--- src/flash_host_pkg.sv ---
package flash_host_pkg;

	localparam int ADDR_W = 26;
	localparam int DATA_W = 16;
	localparam int CLK_NS = 40;

	// Strobe timing targets, in ns
	localparam int SETUP_NS = 40;
	localparam int STROBE_NS = 80;
	localparam int HOLD_NS = 40;
	localparam int ACCESS_NS = 120;
	localparam int RESET_PULSE_NS = 500;
	localparam int RESET_RECOVER_NS = 1000;

	// Least times round up, never below one cycle
	function automatic int min_cycles(input int ns);
		int c;
		c = (ns + CLK_NS - 1) / CLK_NS;
		return (c < 1) ? 1 : c;
	endfunction

	localparam int SETUP_CYC = min_cycles(SETUP_NS);
	localparam int STROBE_CYC = min_cycles(STROBE_NS);
	localparam int HOLD_CYC = min_cycles(HOLD_NS);
	// Two extra cycles cover the input synchroniser
	localparam int ACCESS_CYC = min_cycles(ACCESS_NS) + 2;
	localparam int RESET_PULSE_CYC = min_cycles(RESET_PULSE_NS);
	localparam int RESET_RECOVER_CYC = min_cycles(RESET_RECOVER_NS);
	localparam int CNT_W = 8;

	// Command words
	localparam logic [DATA_W-1:0] CMD_SW_RESET = 16'h00F0;
	localparam logic [DATA_W-1:0] CMD_BYPASS_EXIT_1 = 16'h0090;
	localparam logic [DATA_W-1:0] CMD_BYPASS_EXIT_2 = 16'h0000;
	localparam logic [DATA_W-1:0] CMD_UNLOCK_1 = 16'h00AA;
	localparam logic [DATA_W-1:0] CMD_UNLOCK_2 = 16'h0055;
	localparam logic [ADDR_W-1:0] UNLOCK_OFS_1 = 26'h0000555;
	localparam logic [ADDR_W-1:0] UNLOCK_OFS_2 = 26'h00002AA;

	// Status bit positions on the data lines
	localparam int POLLING_BIT = 7;
	localparam int TOGGLE_BIT_ONE = 6;
	localparam int TIMING_LIMIT_BIT = 5;
	localparam int ERASE_WINDOW_BIT = 3;
	localparam int TOGGLE_BIT_TWO = 2;
	localparam int BUFFER_ABORT_BIT = 1;

	typedef enum logic [2:0] {
		OP_READ = 3'h0,
		OP_WRITE = 3'h1,
		OP_SW_RESET = 3'h2,
		OP_BYPASS_EXIT = 3'h3,
		OP_ABORT_RESET = 3'h4,
		OP_HW_RESET = 3'h5,
		OP_POLL = 3'h6
	} op_e;

	typedef struct packed {
		op_e op;
		logic [ADDR_W-1:0] addr;
		logic [DATA_W-1:0] data;
	} req_s;

	typedef struct packed {
		logic chip_select_n;
		logic write_strobe_n;
		logic output_strobe_n;
		logic hw_reset_n;
		logic [ADDR_W-1:0] addr;
		logic [DATA_W-1:0] dq;
		logic dq_oe;
	} pins_s;

	typedef struct packed {
		logic op_ok;
		logic still_busy;
		logic timing_fail;
		logic buffer_aborted;
		logic erase_window;
	} result_s;

endpackage

--- src/flash_host_ctrl.sv ---
`timescale 1ns/1ps
// Overview of operation
// Timing limit flag marks a failed operation
// Programming 0 to 1 is masked silently
// After timing limit, send software reset
// Erase window flag 0 then 1 on expiry
// Window flag 1 means erase started
// Host confirms acceptance, checks window flag
// Buffer abort needs dedicated abort reset sequence
// Program status bits pattern while busy
// Status reads use a valid address
// Poll last loaded buffer address
// Address on falling, data on rising strobe
// Array uses uniform 64KW/128KB sectors
// Ready/busy open drain, low while busy
// Reset pin low aborts and clears device
// Host restarts operations cut by reset; the controller leaves this to the caller
// Single 00F0h write is software reset
// Host uses software reset for exits
// Software reset ignored while operation runs
// Reset before third cycle abandons program
// Reset from suspend returns suspend-read
// Unlock bypass needs two-cycle exit
// Bypass exit writes 0090h then 0000h
// Toggle bit one inverts while busy
// Idle reads return array contents
module flash_host_ctrl (
	// Clock and reset
	input wire logic clk_sys_in,
	input wire logic rst_in,
	// User request
	input wire logic req_valid_in,
	input wire flash_host_pkg::req_s req_in,
	output logic req_ready_out,
	// User answer
	output logic done_out,
	output logic [flash_host_pkg::DATA_W-1:0] rd_data_out,
	output flash_host_pkg::result_s result_out,
	output logic ready_out,
	// Flash pins
	output flash_host_pkg::pins_s pins_out,
	input wire logic [flash_host_pkg::DATA_W-1:0] dq_in,
	input wire logic ready_busy_n_in
);
	import flash_host_pkg::*;

	typedef enum logic [8:0] {
		ST_IDLE = 9'h001,
		ST_SETUP = 9'h002,
		ST_WLOW = 9'h004,
		ST_WHOLD = 9'h008,
		ST_RLOW = 9'h010,
		ST_RSAMP = 9'h020,
		ST_EVAL = 9'h040,
		ST_RSTLOW = 9'h080,
		ST_RSTREC = 9'h100
	} state_e;

	// Word and address of step n of a write sequence
	function automatic logic [ADDR_W+DATA_W-1:0] seq_word(input op_e op, input logic [1:0] step,
		input logic [ADDR_W-1:0] base, input logic [DATA_W-1:0] data);
		logic [ADDR_W+DATA_W-1:0] w;
		w = {base, data};
		unique case (op)
			OP_SW_RESET: w = {base, CMD_SW_RESET};
			OP_BYPASS_EXIT: w = (step == 2'h0) ? {base, CMD_BYPASS_EXIT_1} : {base, CMD_BYPASS_EXIT_2};
			OP_ABORT_RESET: begin
				unique case (step)
					2'h0: w = {base + UNLOCK_OFS_1, CMD_UNLOCK_1};
					2'h1: w = {base + UNLOCK_OFS_2, CMD_UNLOCK_2};
					default: w = {base + UNLOCK_OFS_1, CMD_SW_RESET};
				endcase
			end
			default: w = {base, data};
		endcase
		return w;
	endfunction

	function automatic logic [1:0] seq_last(input op_e op);
		unique case (op)
			OP_BYPASS_EXIT: return 2'h1;
			OP_ABORT_RESET: return 2'h2;
			default: return 2'h0;
		endcase
	endfunction

	state_e state_ff, nxt_state;
	req_s req_ff, nxt_req;
	logic [1:0] step_ff, nxt_step;
	logic [CNT_W-1:0] cnt_ff, nxt_cnt;
	logic tog_ff, nxt_tog;
	logic recheck_ff, nxt_recheck;
	result_s res_ff, nxt_res;
	logic done_ff, nxt_done;
	logic [DATA_W-1:0] rd_ff, nxt_rd;
	pins_s pins_ff, nxt_pins;
	logic [DATA_W-1:0] dq_meta_ff, dq_sync_ff;
	logic rb_meta_ff, rb_sync_ff;

	wire is_read = (req_ff.op == OP_READ) || (req_ff.op == OP_POLL);
	wire cnt_zero = (cnt_ff == '0);
	wire step_is_last = (step_ff == seq_last(req_ff.op));
	wire toggled = dq_sync_ff[TOGGLE_BIT_ONE] != tog_ff;
	wire hit_timing = dq_sync_ff[TIMING_LIMIT_BIT];
	wire hit_abort = dq_sync_ff[BUFFER_ABORT_BIT];

	assign req_ready_out = (state_ff == ST_IDLE);
	assign done_out = done_ff;
	assign rd_data_out = rd_ff;
	assign result_out = res_ff;
	// Device pulls low while busy; a pull-up outside gives the high
	assign ready_out = rb_sync_ff;
	assign pins_out = pins_ff;

	always_comb begin
		nxt_state = state_ff;
		nxt_req = req_ff;
		nxt_step = step_ff;
		nxt_cnt = cnt_zero ? cnt_ff : cnt_ff - 1'b1;
		nxt_tog = tog_ff;
		nxt_recheck = recheck_ff;
		nxt_res = res_ff;
		nxt_done = 1'b0;
		nxt_rd = rd_ff;
		unique case (state_ff)
			ST_IDLE: begin
				if (req_valid_in) begin
					nxt_req = req_in;
					nxt_step = 2'h0;
					nxt_recheck = 1'b0;
					nxt_res = '0;
					if (req_in.op == OP_HW_RESET) begin
						nxt_state = ST_RSTLOW;
						nxt_cnt = CNT_W'(RESET_PULSE_CYC - 1);
					end else begin
						nxt_state = ST_SETUP;
						nxt_cnt = CNT_W'(SETUP_CYC - 1);
					end
				end
			end
			ST_SETUP: if (cnt_zero) begin
				nxt_state = is_read ? ST_RLOW : ST_WLOW;
				nxt_cnt = is_read ? CNT_W'(ACCESS_CYC - 1) : CNT_W'(STROBE_CYC - 1);
			end
			ST_WLOW: if (cnt_zero) begin
				nxt_state = ST_WHOLD;
				nxt_cnt = CNT_W'(HOLD_CYC - 1);
			end
			ST_WHOLD: if (cnt_zero) begin
				if (step_is_last) begin
					nxt_state = ST_IDLE;
					nxt_done = 1'b1;
					nxt_res.op_ok = !res_ff.timing_fail && !res_ff.buffer_aborted;
				end else begin
					nxt_step = step_ff + 2'h1;
					nxt_state = ST_SETUP;
					nxt_cnt = CNT_W'(SETUP_CYC - 1);
				end
			end
			ST_RLOW: if (cnt_zero) nxt_state = ST_RSAMP;
			ST_RSAMP: begin
				nxt_rd = dq_sync_ff;
				nxt_state = (req_ff.op == OP_POLL) ? ST_EVAL : ST_IDLE;
				nxt_done = (req_ff.op == OP_READ);
				nxt_res.op_ok = (req_ff.op == OP_READ);
			end
			ST_EVAL: begin
				nxt_res.erase_window = dq_sync_ff[ERASE_WINDOW_BIT];
				nxt_cnt = CNT_W'(SETUP_CYC - 1);
				if (step_ff == 2'h0) begin
					// First of a pair: remember the toggle bit, read again
					nxt_tog = dq_sync_ff[TOGGLE_BIT_ONE];
					nxt_step = 2'h1;
					nxt_state = ST_SETUP;
				end else if (!toggled) begin
					nxt_state = ST_IDLE;
					nxt_done = 1'b1;
					nxt_res.op_ok = 1'b1;
				end else if (hit_abort) begin
					nxt_res.buffer_aborted = 1'b1;
					nxt_req.op = OP_ABORT_RESET;
					nxt_step = 2'h0;
					nxt_state = ST_SETUP;
				end else if (hit_timing && !recheck_ff) begin
					// Toggle may have stopped just as the flag rose
					nxt_recheck = 1'b1;
					nxt_step = 2'h0;
					nxt_state = ST_SETUP;
				end else if (hit_timing) begin
					nxt_res.timing_fail = 1'b1;
					nxt_req.op = OP_SW_RESET;
					nxt_step = 2'h0;
					nxt_state = ST_SETUP;
				end else begin
					// Still running; a software reset now would be ignored
					nxt_state = ST_IDLE;
					nxt_done = 1'b1;
					nxt_res.still_busy = 1'b1;
				end
			end
			ST_RSTLOW: if (cnt_zero) begin
				nxt_state = ST_RSTREC;
				nxt_cnt = CNT_W'(RESET_RECOVER_CYC - 1);
			end
			ST_RSTREC: if (cnt_zero) begin
				// Caller must restart any interrupted program or erase
				nxt_state = ST_IDLE;
				nxt_done = 1'b1;
				nxt_res.op_ok = 1'b1;
			end
			default: nxt_state = ST_IDLE;
		endcase
	end

	// Pins follow the next state so they leave flip-flops glitch-free
	wire nxt_bus = (nxt_state == ST_SETUP) || (nxt_state == ST_WLOW) || (nxt_state == ST_WHOLD) ||
		(nxt_state == ST_RLOW);
	wire nxt_is_read = (nxt_req.op == OP_READ) || (nxt_req.op == OP_POLL);
	wire [ADDR_W+DATA_W-1:0] nxt_word = seq_word(nxt_req.op, nxt_step, nxt_req.addr, nxt_req.data);

	always_comb begin
		nxt_pins.chip_select_n = !((nxt_state == ST_SETUP) || (nxt_state == ST_WLOW) || (nxt_state == ST_RLOW));
		nxt_pins.write_strobe_n = !(nxt_state == ST_WLOW);
		nxt_pins.output_strobe_n = !(nxt_state == ST_RLOW);
		nxt_pins.hw_reset_n = !(nxt_state == ST_RSTLOW);
		nxt_pins.addr = nxt_bus ? nxt_word[ADDR_W+DATA_W-1:DATA_W] : pins_ff.addr;
		nxt_pins.dq = nxt_word[DATA_W-1:0];
		nxt_pins.dq_oe = nxt_bus && !nxt_is_read;
	end

	always_ff @(posedge clk_sys_in or posedge rst_in) begin
		if (rst_in) begin
			dq_meta_ff <= '0;
			dq_sync_ff <= '0;
			rb_meta_ff <= 1'b1;
			rb_sync_ff <= 1'b1;
		end else begin
			dq_meta_ff <= dq_in;
			dq_sync_ff <= dq_meta_ff;
			rb_meta_ff <= ready_busy_n_in;
			rb_sync_ff <= rb_meta_ff;
		end
	end

	always_ff @(posedge clk_sys_in or posedge rst_in) begin
		if (rst_in) begin
			state_ff <= ST_IDLE;
			req_ff <= '0;
			step_ff <= 2'h0;
			cnt_ff <= '0;
			tog_ff <= 1'b0;
			recheck_ff <= 1'b0;
			res_ff <= '0;
			done_ff <= 1'b0;
			rd_ff <= '0;
			pins_ff <= '{chip_select_n: 1'b1, write_strobe_n: 1'b1, output_strobe_n: 1'b1,
				hw_reset_n: 1'b1, addr: '0, dq: '0, dq_oe: 1'b0};
		end else begin
			state_ff <= nxt_state;
			req_ff <= nxt_req;
			step_ff <= nxt_step;
			cnt_ff <= nxt_cnt;
			tog_ff <= nxt_tog;
			recheck_ff <= nxt_recheck;
			res_ff <= nxt_res;
			done_ff <= nxt_done;
			rd_ff <= nxt_rd;
			pins_ff <= nxt_pins;
		end
	end

endmodule // flash_host_ctrl

--- config.mk ---
export PLATFORM = sky130hd
export DESIGN_NAME = flash_host_ctrl
export DESIGN_NICKNAME = d
export VERILOG_FILES = /design/src/flash_host_pkg.sv /design/src/flash_host_ctrl.sv
export SDC_FILE = /design/constraint.sdc
export NUM_CORES = 1
export LEC_CHECK = 0
export BUFFER_PORTS_ARGS = -buffer_cell sky130_fd_sc_hd__buf_2
export CORE_UTILIZATION = 30
export DETAILED_ROUTE_END_ITERATION = 10
export HOLD_SLACK_MARGIN = 0.05
export SETUP_SLACK_MARGIN = 0.05
export SYNTH_ARGS = -nofsm -noshare
export SYNTH_HDL_FRONTEND = slang
export SYNTH_SLANG_ARGS = --single-unit
--- constraint.sdc ---
create_clock -name clk_sys_in -period 10.7 [get_ports clk_sys_in]
set_input_delay 1.605 -clock clk_sys_in [delete_from_list [all_inputs] [get_ports clk_sys_in]]
set_output_delay 1.605 -clock clk_sys_in [all_outputs]
set_load 0.05 [all_outputs]
==> run summary, run 1 <==
run status: complete, no violations
delay of the slowest cell on the worst path: 0.66 ns
count of mapped cells out of synthesis: 776
die boundary width: 164 um
critical path buffer and inverter count: 2
Root Buffer: sky130_fd_sc_hd__clkbuf_16
crit path DAT: 5.32 ns
Worst IR Drop VDD: 146 uV
largest net degree at the start of global routing: 93
share of final-layout standard cells stronger than drive strength 1: 0.259
cell area reported after detailed placement: 0.00884 mm2
number of flops mapped to enable cells by yosys: 0
DRT Pass-1 Iters: 5
initial core utilization: 0.309
normalized max-slew margin: 0.318
final worst path period share: 0.468
share of power burned in the clock network: 0.218
weighted congestion at the end of routability-driven global placement: 0.889
Net Sw Frac: 0.446
final hold slack: 0.347 ns
total number of nets in the final design: 968
clock latency of the later-clocked register in the worst-skew pair: 0.43 ns
number of register bits inferred by synthesis: 169
endpoint kind of the worst setup timing path: flop
highest fanout seen on the critical path: 27
post-CTS setup repair buffer count: 0
Rows: 58
vias in the first global route: 6,144
TritonCTS clock tree: built
prevailing post-synth register cell: sky130_fd_sc_hd__dfrtp_1
number of top-level design ports: 136
number of clock sinks seen by CTS: 169
Sequential Power Share: 0.325
fraction of the yosys area taken by sequential cells: 0.539
post-route non-filler standard cell count: 1,243
wire length of the first global-routing pass: 33,300 um
GR Overflow Total: 0
Clock Path Buffers: 2
pins over their slew limit: 0
family with the most delay on the worst path: simple AND/OR/NAND/NOR gates
total clock buffers created by CTS: 17
number of vias after detailed routing: 6,225
cell-by-cell trace of the critical path: buf_2, and3b_1, nand4_1, buf_4, nand2_1, nand2_1, ha_1, o21a_1, o21ai_0, mux2i_1, o21ai_0, a21boi_0, o21a_1, nand4_1, xnor2_1, mux2_2
total of max-cap violations: 0
Req. time, crit path: 11.01 ns
RSZ-0062 raised after global routing: false
internal power summed over all cells: 1650 uW
slowest cell on the critical path: sky130_fd_sc_hd__nand4_1
P&R area growth vs syn: 20.3%
detailed-routing wirelength on met1: 9470 um
setup_tns: 0 ns
warning count from the yosys run: 0
routed vias/inst: 5.01
antenna violations before repair: 2
Power Density: 315 mW/mm2
cell area after layout: 0.00946 mm2
Switching Power: 1330 uW
Netlist cell types: 75
Mapped Avg Cell Area: 10.1 um2
global router's overall resource usage: 0.161
uppermost metal layer occupied by signal nets: met4
post-route minimum period: 5.01 ns
cell type contributing the most total cell area after synthesis: sky130_fd_sc_hd__dfrtp_1
power share of the combinational group: 0.457
placed wire-length estimate: 14,200 um
Post-Synthesis Cell Area: 0.00787 mm2
post-layout utilization of the core: 0.371
total routed wirelength: 20,700 um
Die H: 164 um
number of buffers inserted by port buffering: 135
post-route antenna net violation count: 0
total placed cells including tap cells: 1,210
number of hold-slack violations in the final timing report: 0
ys async rst share: 1.00
area of the placeable core: 0.0255 mm2
clock transition at the registers of the reported paths: 0.07 ns
hold crit path type: flop to flop
routed wirelength normalized by instance count: 16.7 um
Crit Path Category: input port to flop
die outline area: 0.0269 mm2
count of hold-fix buffers inserted at cts: 0
maximum clock frequency: 200 MHz
Storage cell area: 0.00424 mm2
kind of start point of the critical path: input port
pin slew with the least headroom to its limit: 1.02 ns
length of routed met3 wiring: 1300 um
Setup Skew: 0.0135 ns
area fraction of the dominant cell type after synthesis: 0.515
H-tree Lvls: 4
final setup vio count: 0
static power due to leakage: 0.00452 uW
leading cell types by total area after synthesis: sky130_fd_sc_hd__dfrtp_1 (52%), sky130_fd_sc_hd__nand2_1 (5.9%), sky130_fd_sc_hd__mux2_2 (4.6%), sky130_fd_sc_hd__a21oi_1 (2.9%), sky130_fd_sc_hd__nor2_1 (2.7%)
Post-Syn Nets: 845
count of fill cells added during filler insertion: 2,594
multi-input logic area: 0.00332 mm2
CTS resizes: 0
number of DRC violations after detailed-routing iteration 0: 498
drt drc: 0
met2 WL post-DR: 9500 um
-- stage by stage --
step	total power (uW)	setup WS, ns
3_5_place_dp	2340	5.19
4_1_cts	3000	5.66
5_1_grt	3180	5.26
2_1_floorplan	2020	4.53
6_report	2980	5.69
3_3_place_gp	2320	5.31
-- cell usage after synthesis, types with 3 or more instances --
cell type and n:
sky130_fd_sc_hd__a21oi_1 45, sky130_fd_sc_hd__nand4_1 12, sky130_fd_sc_hd__inv_1 33, sky130_fd_sc_hd__buf_1 3, sky130_fd_sc_hd__nor2_1 56, sky130_fd_sc_hd__buf_4 3, sky130_fd_sc_hd__nand3b_1 3, sky130_fd_sc_hd__o211ai_1 7
sky130_fd_sc_hd__ha_1 4, sky130_fd_sc_hd__and3_1 16, sky130_fd_sc_hd__nand4b_1 3, sky130_fd_sc_hd__a31oi_1 9, sky130_fd_sc_hd__buf_2 17, sky130_fd_sc_hd__dfrtp_1 162, sky130_fd_sc_hd__nand3_1 23, sky130_fd_sc_hd__o22ai_1 4
sky130_fd_sc_hd__nand2b_1 4, sky130_fd_sc_hd__o21a_1 6, sky130_fd_sc_hd__o21ai_1 3, sky130_fd_sc_hd__a211oi_1 7, sky130_fd_sc_hd__o21ai_0 24, sky130_fd_sc_hd__xnor2_1 22, sky130_fd_sc_hd__dfstp_2 7, sky130_fd_sc_hd__and2_1 6
sky130_fd_sc_hd__mux2_2 32, sky130_fd_sc_hd__o221ai_1 4, sky130_fd_sc_hd__nor3_1 21, sky130_fd_sc_hd__or4_1 3, sky130_fd_sc_hd__mux2i_1 15, sky130_fd_sc_hd__nor2b_1 5, sky130_fd_sc_hd__xor2_1 12, sky130_fd_sc_hd__nor3_2 3
sky130_fd_sc_hd__a22oi_1 4, sky130_fd_sc_hd__clkbuf_1 16, sky130_fd_sc_hd__a21o_1 5, sky130_fd_sc_hd__nand2_1 123, sky130_fd_sc_hd__or3_1 6
-- cell families after synthesis --
group / after synthesis / share of synthesized area
AOI/OAI and AO/OA: 143 / 0.120
xor gates and xnor gates: 34 / 0.0379
adders and majority gates: 4 / 0.00636
buffers and inverters: 74 / 0.0394
DFF: 169 / 0.539
muxes: 47 / 0.0649
and+or+nand+nor: 305 / 0.192
-- worst reg2reg max path: cells and delay by family (launching register included) --
family / cells / cell delay (ns)
buf+inv: 1 / 0.53
simple gates: 5 / 1.63
flops: 1 / 0.53
mux: 2 / 0.38
compound gates: 5 / 1.15
fa+ha+maj: 1 / 0.25
xor+xnor: 1 / 0.07
-- flip-flops by register name, indices dropped and copies added, names as in the netlist --
name / count
tog_ff: 1
pins_out: 47
req_ff: 45
rb_meta_ff: 1
rd_data_out: 16
dq_sync_ff: 16
cnt_ff: 8
result_out: 5
state_ff: 9
done_out: 1
dq_meta_ff: 16
step_ff: 2
recheck_ff: 1
ready_out: 1
-- power by group through the flow --
stage	registers (uW)	logic (uW)	clock network [uW]
2_1_floorplan	1240	778	0
3_5_place_dp	979	1360	0
4_1_cts	969	1360	670
3_3_place_gp	978	1340	0
5_1_grt	994	1490	698
6_report	967	1360	650
-- cell usage in the layout (no fill, tap or decap), types with 7 or more instances in the layout --
cell type                   instances
sky130_fd_sc_hd__a211oi_1           7
sky130_fd_sc_hd__a21oi_1           45
sky130_fd_sc_hd__a31oi_1            9
sky130_fd_sc_hd__and3_1            16
sky130_fd_sc_hd__buf_2            135
sky130_fd_sc_hd__buf_4              8
sky130_fd_sc_hd__clkbuf_16         17
sky130_fd_sc_hd__dfrtp_1          162
sky130_fd_sc_hd__dfstp_2            7
sky130_fd_sc_hd__inv_1             32
sky130_fd_sc_hd__inv_6              7
sky130_fd_sc_hd__mux2_2            32
sky130_fd_sc_hd__mux2i_1           15
sky130_fd_sc_hd__nand2_1          123
sky130_fd_sc_hd__nand3_1           23
sky130_fd_sc_hd__nand4_1           12
sky130_fd_sc_hd__nor2_1            56
sky130_fd_sc_hd__nor3_1            21
sky130_fd_sc_hd__o211ai_1           7
sky130_fd_sc_hd__o21ai_0           24
sky130_fd_sc_hd__xnor2_1           22
sky130_fd_sc_hd__xor2_1            12
-- layer usage --
metal	vias up	track usage
li1	2961	-
met5	-	0
met2	203	0.243
met1	3026	0.218
met3	35	0.0434
met4	0	0.0606
-- path summary, 6_finish.rpt --
check                                         from                  endpoint  slack [ns]  cells past startpoint
setup / recovery                      req_valid_in  pins_out[37]$_DFFE_PP0P_        5.69                     16
hold / removal             dq_meta_ff[3]$_DFF_PP0_   dq_sync_ff[3]$_DFF_PP0_        0.35                      0
setup reg to reg             state_ff[6]$_DFF_PP0_  pins_out[37]$_DFFE_PP0P_        6.05                     15
hold reg to reg            dq_meta_ff[3]$_DFF_PP0_   dq_sync_ff[3]$_DFF_PP0_        0.35                      0
max in group asynchronous                   rst_in      req_ff[42]$_DFF_PP0_        7.80                      3
min in group asynchronous                   rst_in  dq_meta_ff[14]$_DFF_PP0_        1.34                      2
-- final cells by class --
cell class	count	share of cell area
inverters	35	0.0144
clock inverters	14	0.0194
clock buffers	18	0.0454
well taps	330	0.0436
repair buffers	143	0.0778
diodes	1	0.000265
flip-flops and latches	169	0.448
multi-input cells	533	0.351
No activity file was read; power rests on OpenSTA's default activity.
==> run 2, diff against run 1 <==
==> constraint.sdc (replaced) <==
create_clock -name clk_sys_in -period 4.9 [get_ports clk_sys_in]
set_input_delay 0.735 -clock clk_sys_in [delete_from_list [all_inputs] [get_ports clk_sys_in]]
set_output_delay 0.735 -clock clk_sys_in [all_outputs]
set_load 0.05 [all_outputs]
==> run 2 against run 1 <==
Net effect:
- clock power increased by 110%
- via count is 0.71% higher
- setup slack got worse by 4.8 ns
- register-to-register slack lost 5.1 ns
- cell area is 0.33% higher
==> run summary, run 2 (same netlist as run 1, synthesis figures left out) <==
run status: complete, no violations
global router's overall resource usage: 0.161
Die H: 164 um
slowest cell on the critical path: sky130_fd_sc_hd__and4_2
Switching Power: 2880 uW
TritonCTS clock tree: built
share of power burned in the clock network: 0.214
endpoint kind of the worst setup timing path: flop
highest fanout seen on the critical path: 24
commonest non-fill, non-tap cell in the layout: sky130_fd_sc_hd__dfrtp_1
antenna violations before repair: 0
antenna diode count: 0
critical path buffer and inverter count: 1
static power due to leakage: 0.00453 uW
share of final-layout standard cells stronger than drive strength 1: 0.260
routed wirelength normalized by instance count: 16.7 um
number of vias after detailed routing: 6,269
pin slew with the least headroom to its limit: 1.02 ns
start point of the worst hold path: dq_meta_ff[9]$_DFF_PP0_
clock transition at the registers of the reported paths: 0.07 ns
cell area after layout: 0.00949 mm2
setup_tns: 0 ns
cell area reported after detailed placement: 0.00889 mm2
number of hold-slack violations in the final timing report: 0
family with the most delay on the worst path: simple AND/OR/NAND/NOR gates
maximum clock frequency: 252 MHz
source of the critical timing path: state_ff[6]$_DFF_PP0_
count of hold-fix buffers inserted at cts: 0
placed wire-length estimate: 14,600 um
RSZ-0062 raised after global routing: false
number of clock sinks seen by CTS: 169
Root Buffer: sky130_fd_sc_hd__clkbuf_16
P&R area growth vs syn: 20.7%
post-route minimum period: 3.97 ns
number of top-level design ports: 136
final setup vio count: 0
total clock buffers created by CTS: 17
normalized max-slew margin: 0.315
post-CTS setup repair buffer count: 0
Clock Path Buffers: 2
cell-by-cell trace of the critical path: nor3_2, and4_2, buf_4, mux2_2, nand2b_1, o221ai_1, a31oi_2, or3b_1, xnor2_1, a21oi_1
post-route antenna net violation count: 0
internal power summed over all cells: 3640 uW
routed vias/inst: 5.03
crit path DAT: 4.24 ns
Crit Path Category: flop to flop
GR Overflow Total: 0
largest net degree at the start of global routing: 170
H-tree Lvls: 4
Rows: 58
most frequent cells in the layout: sky130_fd_sc_hd__dfrtp_1 (162), sky130_fd_sc_hd__buf_2 (135), sky130_fd_sc_hd__nand2_1 (123)
CTS resizes: 0
area of the placeable core: 0.0255 mm2
flip-flop count of the largest register after layout: 47
Req. time, crit path: 5.16 ns
power share of the combinational group: 0.462
R2R Path Start: state_ff[6]$_DFF_PP0_
wire length of the first global-routing pass: 33,200 um
clock latency of the later-clocked register in the worst-skew pair: 0.42 ns
kind of start point of the critical path: flop
Worst IR Drop VDD: 369 uV
delay of the slowest cell on the worst path: 0.63 ns
Sequential Power Share: 0.325
final worst path period share: 0.811
weighted congestion at the end of routability-driven global placement: 0.894
Setup Skew: 0.00826 ns
Power Density: 686 mW/mm2
DRT Pass-1 Iters: 5
total routed wirelength: 20,900 um
hold crit path type: flop to flop
total of max-cap violations: 0
die boundary width: 164 um
Power, Total: 6510 uW
pins over their slew limit: 0
initial core utilization: 0.309
number of buffers inserted by port buffering: 135
Net Sw Frac: 0.441
total number of nets in the final design: 972
number of DRC violations after detailed-routing iteration 0: 506
count of fill cells added during filler insertion: 2,554
die outline area: 0.0269 mm2
vias in the first global route: 6,126
drt drc: 0
## run 2: changes by cell type in the layout (fill, tap and decap cells not counted), sizes merged
cell      delta
clkinvlp     +2
inv          -6
buf          +4
diode        -1
clkbuf       +4
## run 2: metal layers
layer,GRT usage,vias to the layer above,wire (um)
met3,0.0402,38,1390
met2,0.243,236,9460
met5,0,-,0
li1,-,2957,-
met1,0.218,3038,9470
met4,0.0665,0,546
## run 2: metrics by stage
stage / hold WS (ns) / utilization / cells / setup slack [ns]
6_report: 0.347 / 0.373 / 1246 / 0.925
2_1_floorplan: 0.331 / - / 776 / 0.948
5_1_grt: 0.353 / 0.373 / 1246 / 0.548
3_3_place_gp: 0.332 / 0.349 / 1214 / 0.924
4_1_cts: 0.346 / 0.373 / 1246 / 0.932
3_5_place_dp: 0.335 / 0.349 / 1214 / 0.861
## run 2: power by group through the flow
| stage | logic [uW] | registers [uW] | clock network (uW) |
|---|---|---|---|
| after floorplan | 1700 | 2700 | 0 |
| after global placement | 2980 | 2130 | 0 |
| after detailed placement | 3010 | 2130 | 0 |
| after CTS | 3020 | 2110 | 1430 |
| after global routing | 3300 | 2160 | 1490 |
| final | 3010 | 2110 | 1390 |
## run 2: cell type report
cell class	instances	area, um2	share of cell area
Clock buffer	22	464	0.0489
Tap cell	330	413	0.0435
Inverter	35	135	0.0142
Sequential cell	169	4240	0.446
Clock inverter	10	141	0.0149
Multi-Input combinational cell	533	3320	0.350
Timing Repair Buffer	147	778	0.0820
## run 2: final timing paths
check | cells past startpoint | slack, ns | endpoint
worst max-delay path | 10 | 0.93 | pins_out[31]$_DFFE_PP0P_
worst min-delay path | 0 | 0.35 | dq_sync_ff[9]$_DFF_PP0_
worst max register to register | 10 | 0.93 | pins_out[31]$_DFFE_PP0P_
worst min register to register | 0 | 0.35 | dq_sync_ff[9]$_DFF_PP0_
max in group asynchronous | 3 | 3.65 | pins_out[12]$_DFF_PP0_
min in group asynchronous | 3 | 0.56 | req_ff[35]$_DFF_PP0_
==> run 3, diff against run 2 <==
--- a/config.mk
+++ b/config.mk
@@ -5,6 +5,7 @@
 export SDC_FILE = /design/constraint.sdc
 export NUM_CORES = 1
 export LEC_CHECK = 0
+export ABC_AREA = 1
 export BUFFER_PORTS_ARGS = -buffer_cell sky130_fd_sc_hd__buf_2
 export CORE_UTILIZATION = 30
 export DETAILED_ROUTE_END_ITERATION = 10
==> constraint.sdc (replaced) <==
create_clock -name clk_sys_in -period 3.8 [get_ports clk_sys_in]
set_input_delay 0.57 -clock clk_sys_in [delete_from_list [all_inputs] [get_ports clk_sys_in]]
set_output_delay 0.57 -clock clk_sys_in [all_outputs]
set_load 0.05 [all_outputs]
==> run 3 against run 2 <==
Net effect:
- routed wire length up 24%
- register-to-register slack worse by 0.33 ns
- via count up 28%
- cell area up 12%
- die area up 13%
- clock skew up 0.0050 ns
==> run summary, run 3 <==
count of hold-fix buffers inserted at cts: 0
number of hold-slack violations in the final timing report: 0
leading cell type by number of instances after synthesis: sky130_fd_sc_hd__nand2_1
pins over their slew limit: 0
commonest non-fill, non-tap cell in the layout: sky130_fd_sc_hd__nand2_1
setup_tns: 0 ns
final setup vio count: 0
routed wirelength normalized by instance count: 14.9 um
area of the placeable core: 0.0290 mm2
vias in the first global route: 7,994
area fraction of the dominant cell type after synthesis: 0.454
Power, Total: 10,200 uW
GR Overflow Total: 0
count of mapped cells out of synthesis: 1,206
die outline area: 0.0304 mm2
total clock buffers created by CTS: 17
run status: complete, no violations
total of max-cap violations: 0
antenna violations before repair: 0
commonest cells in the synthesized netlist: sky130_fd_sc_hd__nand2_1 (448), sky130_fd_sc_hd__dfrtp_1 (162), sky130_fd_sc_hd__inv_1 (123), sky130_fd_sc_hd__nor2_1 (116), sky130_fd_sc_hd__nand3_1 (88)
Mapped Avg Cell Area: 7.40 um2
final worst path period share: 0.842
leading cell types by total area after synthesis: sky130_fd_sc_hd__dfrtp_1 (45%), sky130_fd_sc_hd__nand2_1 (19%), sky130_fd_sc_hd__inv_1 (5.2%), sky130_fd_sc_hd__nand3_1 (4.9%), sky130_fd_sc_hd__nor2_1 (4.9%)
total routed wirelength: 25,900 um
cell-by-cell trace of the critical path: nor2_4, nand3_2, nor2_4, buf_4, nand2_1, nand2_1, ha_1, nand3b_1, nand2_1, o21ai_1, nand2_1, nand3_1, inv_2, nor2_2, nand2_1, nand3_1, nand2_1
clock latency of the later-clocked register in the worst-skew pair: 0.44 ns
post-CTS setup repair buffer count: 0
ys async rst share: 1.00
warning count from the yosys run: 0
number of top-level design ports: 136
wire length of the first global-routing pass: 42,100 um
weighted congestion at the end of routability-driven global placement: 0.896
DRT Pass-1 Iters: 5
Rows: 62
compound-gate portion of the synthesized area: 0.0778
simple-gate portion of the synthesized area: 0.358
hold crit path type: input port to flop
post-route antenna net violation count: 0
number of DRC violations after detailed-routing iteration 0: 487
TritonCTS clock tree: built
slowest cell on the critical path: sky130_fd_sc_hd__dfrtp_1
initial core utilization: 0.307
Die H: 174 um
largest net degree at the start of global routing: 115
total number of nets in the final design: 1,409
P&R area growth vs syn: 19.2%
total placed cells including tap cells: 1,705
kind of start point of the critical path: flop
antenna diode count: 0
number of register bits inferred by synthesis: 169
Critical Path Most Common Cell: sky130_fd_sc_hd__nand2_1
Power Density: 959 mW/mm2
crit path DAT: 3.53 ns
Post-Syn Nets: 1,275
pin slew with the least headroom to its limit: 0.727 ns
share of final-layout standard cells stronger than drive strength 1: 0.183
highest fanout seen on the critical path: 27
Req. time, crit path: 4.13 ns
Crit Path Category: flop to flop
Post-Synthesis Cell Area: 0.00892 mm2
Clock Path Buffers: 2
number of flops mapped to enable cells by yosys: 0
fraction of the yosys area taken by sequential cells: 0.475
Root Buffer: sky130_fd_sc_hd__clkbuf_16
maximum clock frequency: 312 MHz
normalized max-slew margin: 0.515
routed vias/inst: 4.64
cell area after layout: 0.0106 mm2
delay of the slowest cell on the worst path: 0.44 ns
Worst IR Drop VDD: 378 uV
multiplexer area fraction after synthesis: 0
cell area reported after detailed placement: 0.0100 mm2
global router's overall resource usage: 0.176
static power due to leakage: 0.00563 uW
post-route non-filler standard cell count: 1,737
number of vias after detailed routing: 8,055
prevailing post-synth register cell: sky130_fd_sc_hd__dfrtp_1
post-route minimum period: 3.20 ns
endpoint kind of the worst setup timing path: flop
drt drc: 0
clock transition at the registers of the reported paths: 0.08 ns
number of buffers inserted by port buffering: 135
number of clock sinks seen by CTS: 169
die boundary width: 174 um
CTS resizes: 0
RSZ-0062 raised after global routing: false
H-tree Lvls: 4
Netlist cell types: 49
placed wire-length estimate: 19,200 um
most frequent cells in the layout: sky130_fd_sc_hd__nand2_1 (448), sky130_fd_sc_hd__dfrtp_1 (162), sky130_fd_sc_hd__buf_2 (135)
post-synthesis share of cell area spent on full adders, half adders and majority gates: 0.00561
flip-flop count of the largest register after layout: 47
Setup Skew: 0.0132 ns
cell type contributing the most total cell area after synthesis: sky130_fd_sc_hd__dfrtp_1
xor/xnor share of the synthesized area: 0.00589
dominant combinational cell family by area after synthesis: simple AND/OR/NAND/NOR gates
## run 3: cell count changes in the layout (fill, tap and decap cells not counted), sizes merged, moves of 32 or more
cell,change
mux2,-32
nand3,+71
inv,+102
nand2,+341
o21ai,+45
nor2,+78
## run 3: final timing paths
kind / startpoint / endpoint / slack, ns / cells after the start
max in group asynchronous: rst_in / req_ff[29]$_DFF_PP0_ / 2.92 / 3
min: ready_busy_n_in / rb_meta_ff$_DFF_PP1_ / 0.22 / 1
max: state_ff[5]$_DFF_PP0_ / pins_out[33]$_DFFE_PP0P_ / 0.60 / 17
min in group asynchronous: rst_in / rd_data_out[13]$_DFFE_PP0N_ / 0.26 / 3
max reg2reg: state_ff[5]$_DFF_PP0_ / pins_out[33]$_DFFE_PP0P_ / 0.60 / 17
min reg2reg: dq_meta_ff[1]$_DFF_PP0_ / dq_sync_ff[1]$_DFF_PP0_ / 0.35 / 0
## run 3: routing by layer
layer | global-route usage | vias up | part of all wire | wire [um]
met5 | 0 | - | 0 | 0
met4 | 0.0475 | 0 | 0.012 | 299
met3 | 0.0357 | 27 | 0.055 | 1410
met2 | 0.300 | 198 | 0.48 | 12500
met1 | 0.226 | 3756 | 0.45 | 11600
li1 | - | 4074 | - | -
## run 3: per-stage QoR
step                setup slack, ns  utilization  hold WS, ns
detailed placement            0.592        0.345        0.335
global route                  0.299        0.367        0.193
global placement              0.597        0.345        0.333
CTS                           0.607        0.367        0.194
finish                        0.599        0.367        0.218
floorplan                      1.08            -        0.331
## run 3: power by group
group | switching [uW] | internal [uW]
Combinational | 4230 | 1410
Clock | 924 | 918
Sequential | 280 | 2430
## run 3: area by class of cell
class | count | area [um2]
fillers | 3109 | 18400
flip-flops and latches | 169 | 4240
multi-input cells | 872 | 3990
repair buffers | 149 | 793
inverters | 131 | 498
well taps | 384 | 480
clock buffers | 17 | 425
clock inverters | 15 | 211
## run 3: cell families after synthesis
family / Yosys count
AOI/OAI and AO/OA: 123
adders and majority gates: 4
buffers and inverters: 165
and+or+nand+nor: 739
DFF: 169
xor gates and xnor gates: 6
## run 3: worst max-delay path, delay by kind of cell, from the launching register on
family / cells / cell delay (ns)
adder cells (fa/ha/maj): 1 / 0.23
AO/OA/AOI/OAI: 1 / 0.32
flip-flops: 1 / 0.44
buffers and inverters: 2 / 0.40
AND/OR/NAND/NOR: 13 / 1.70
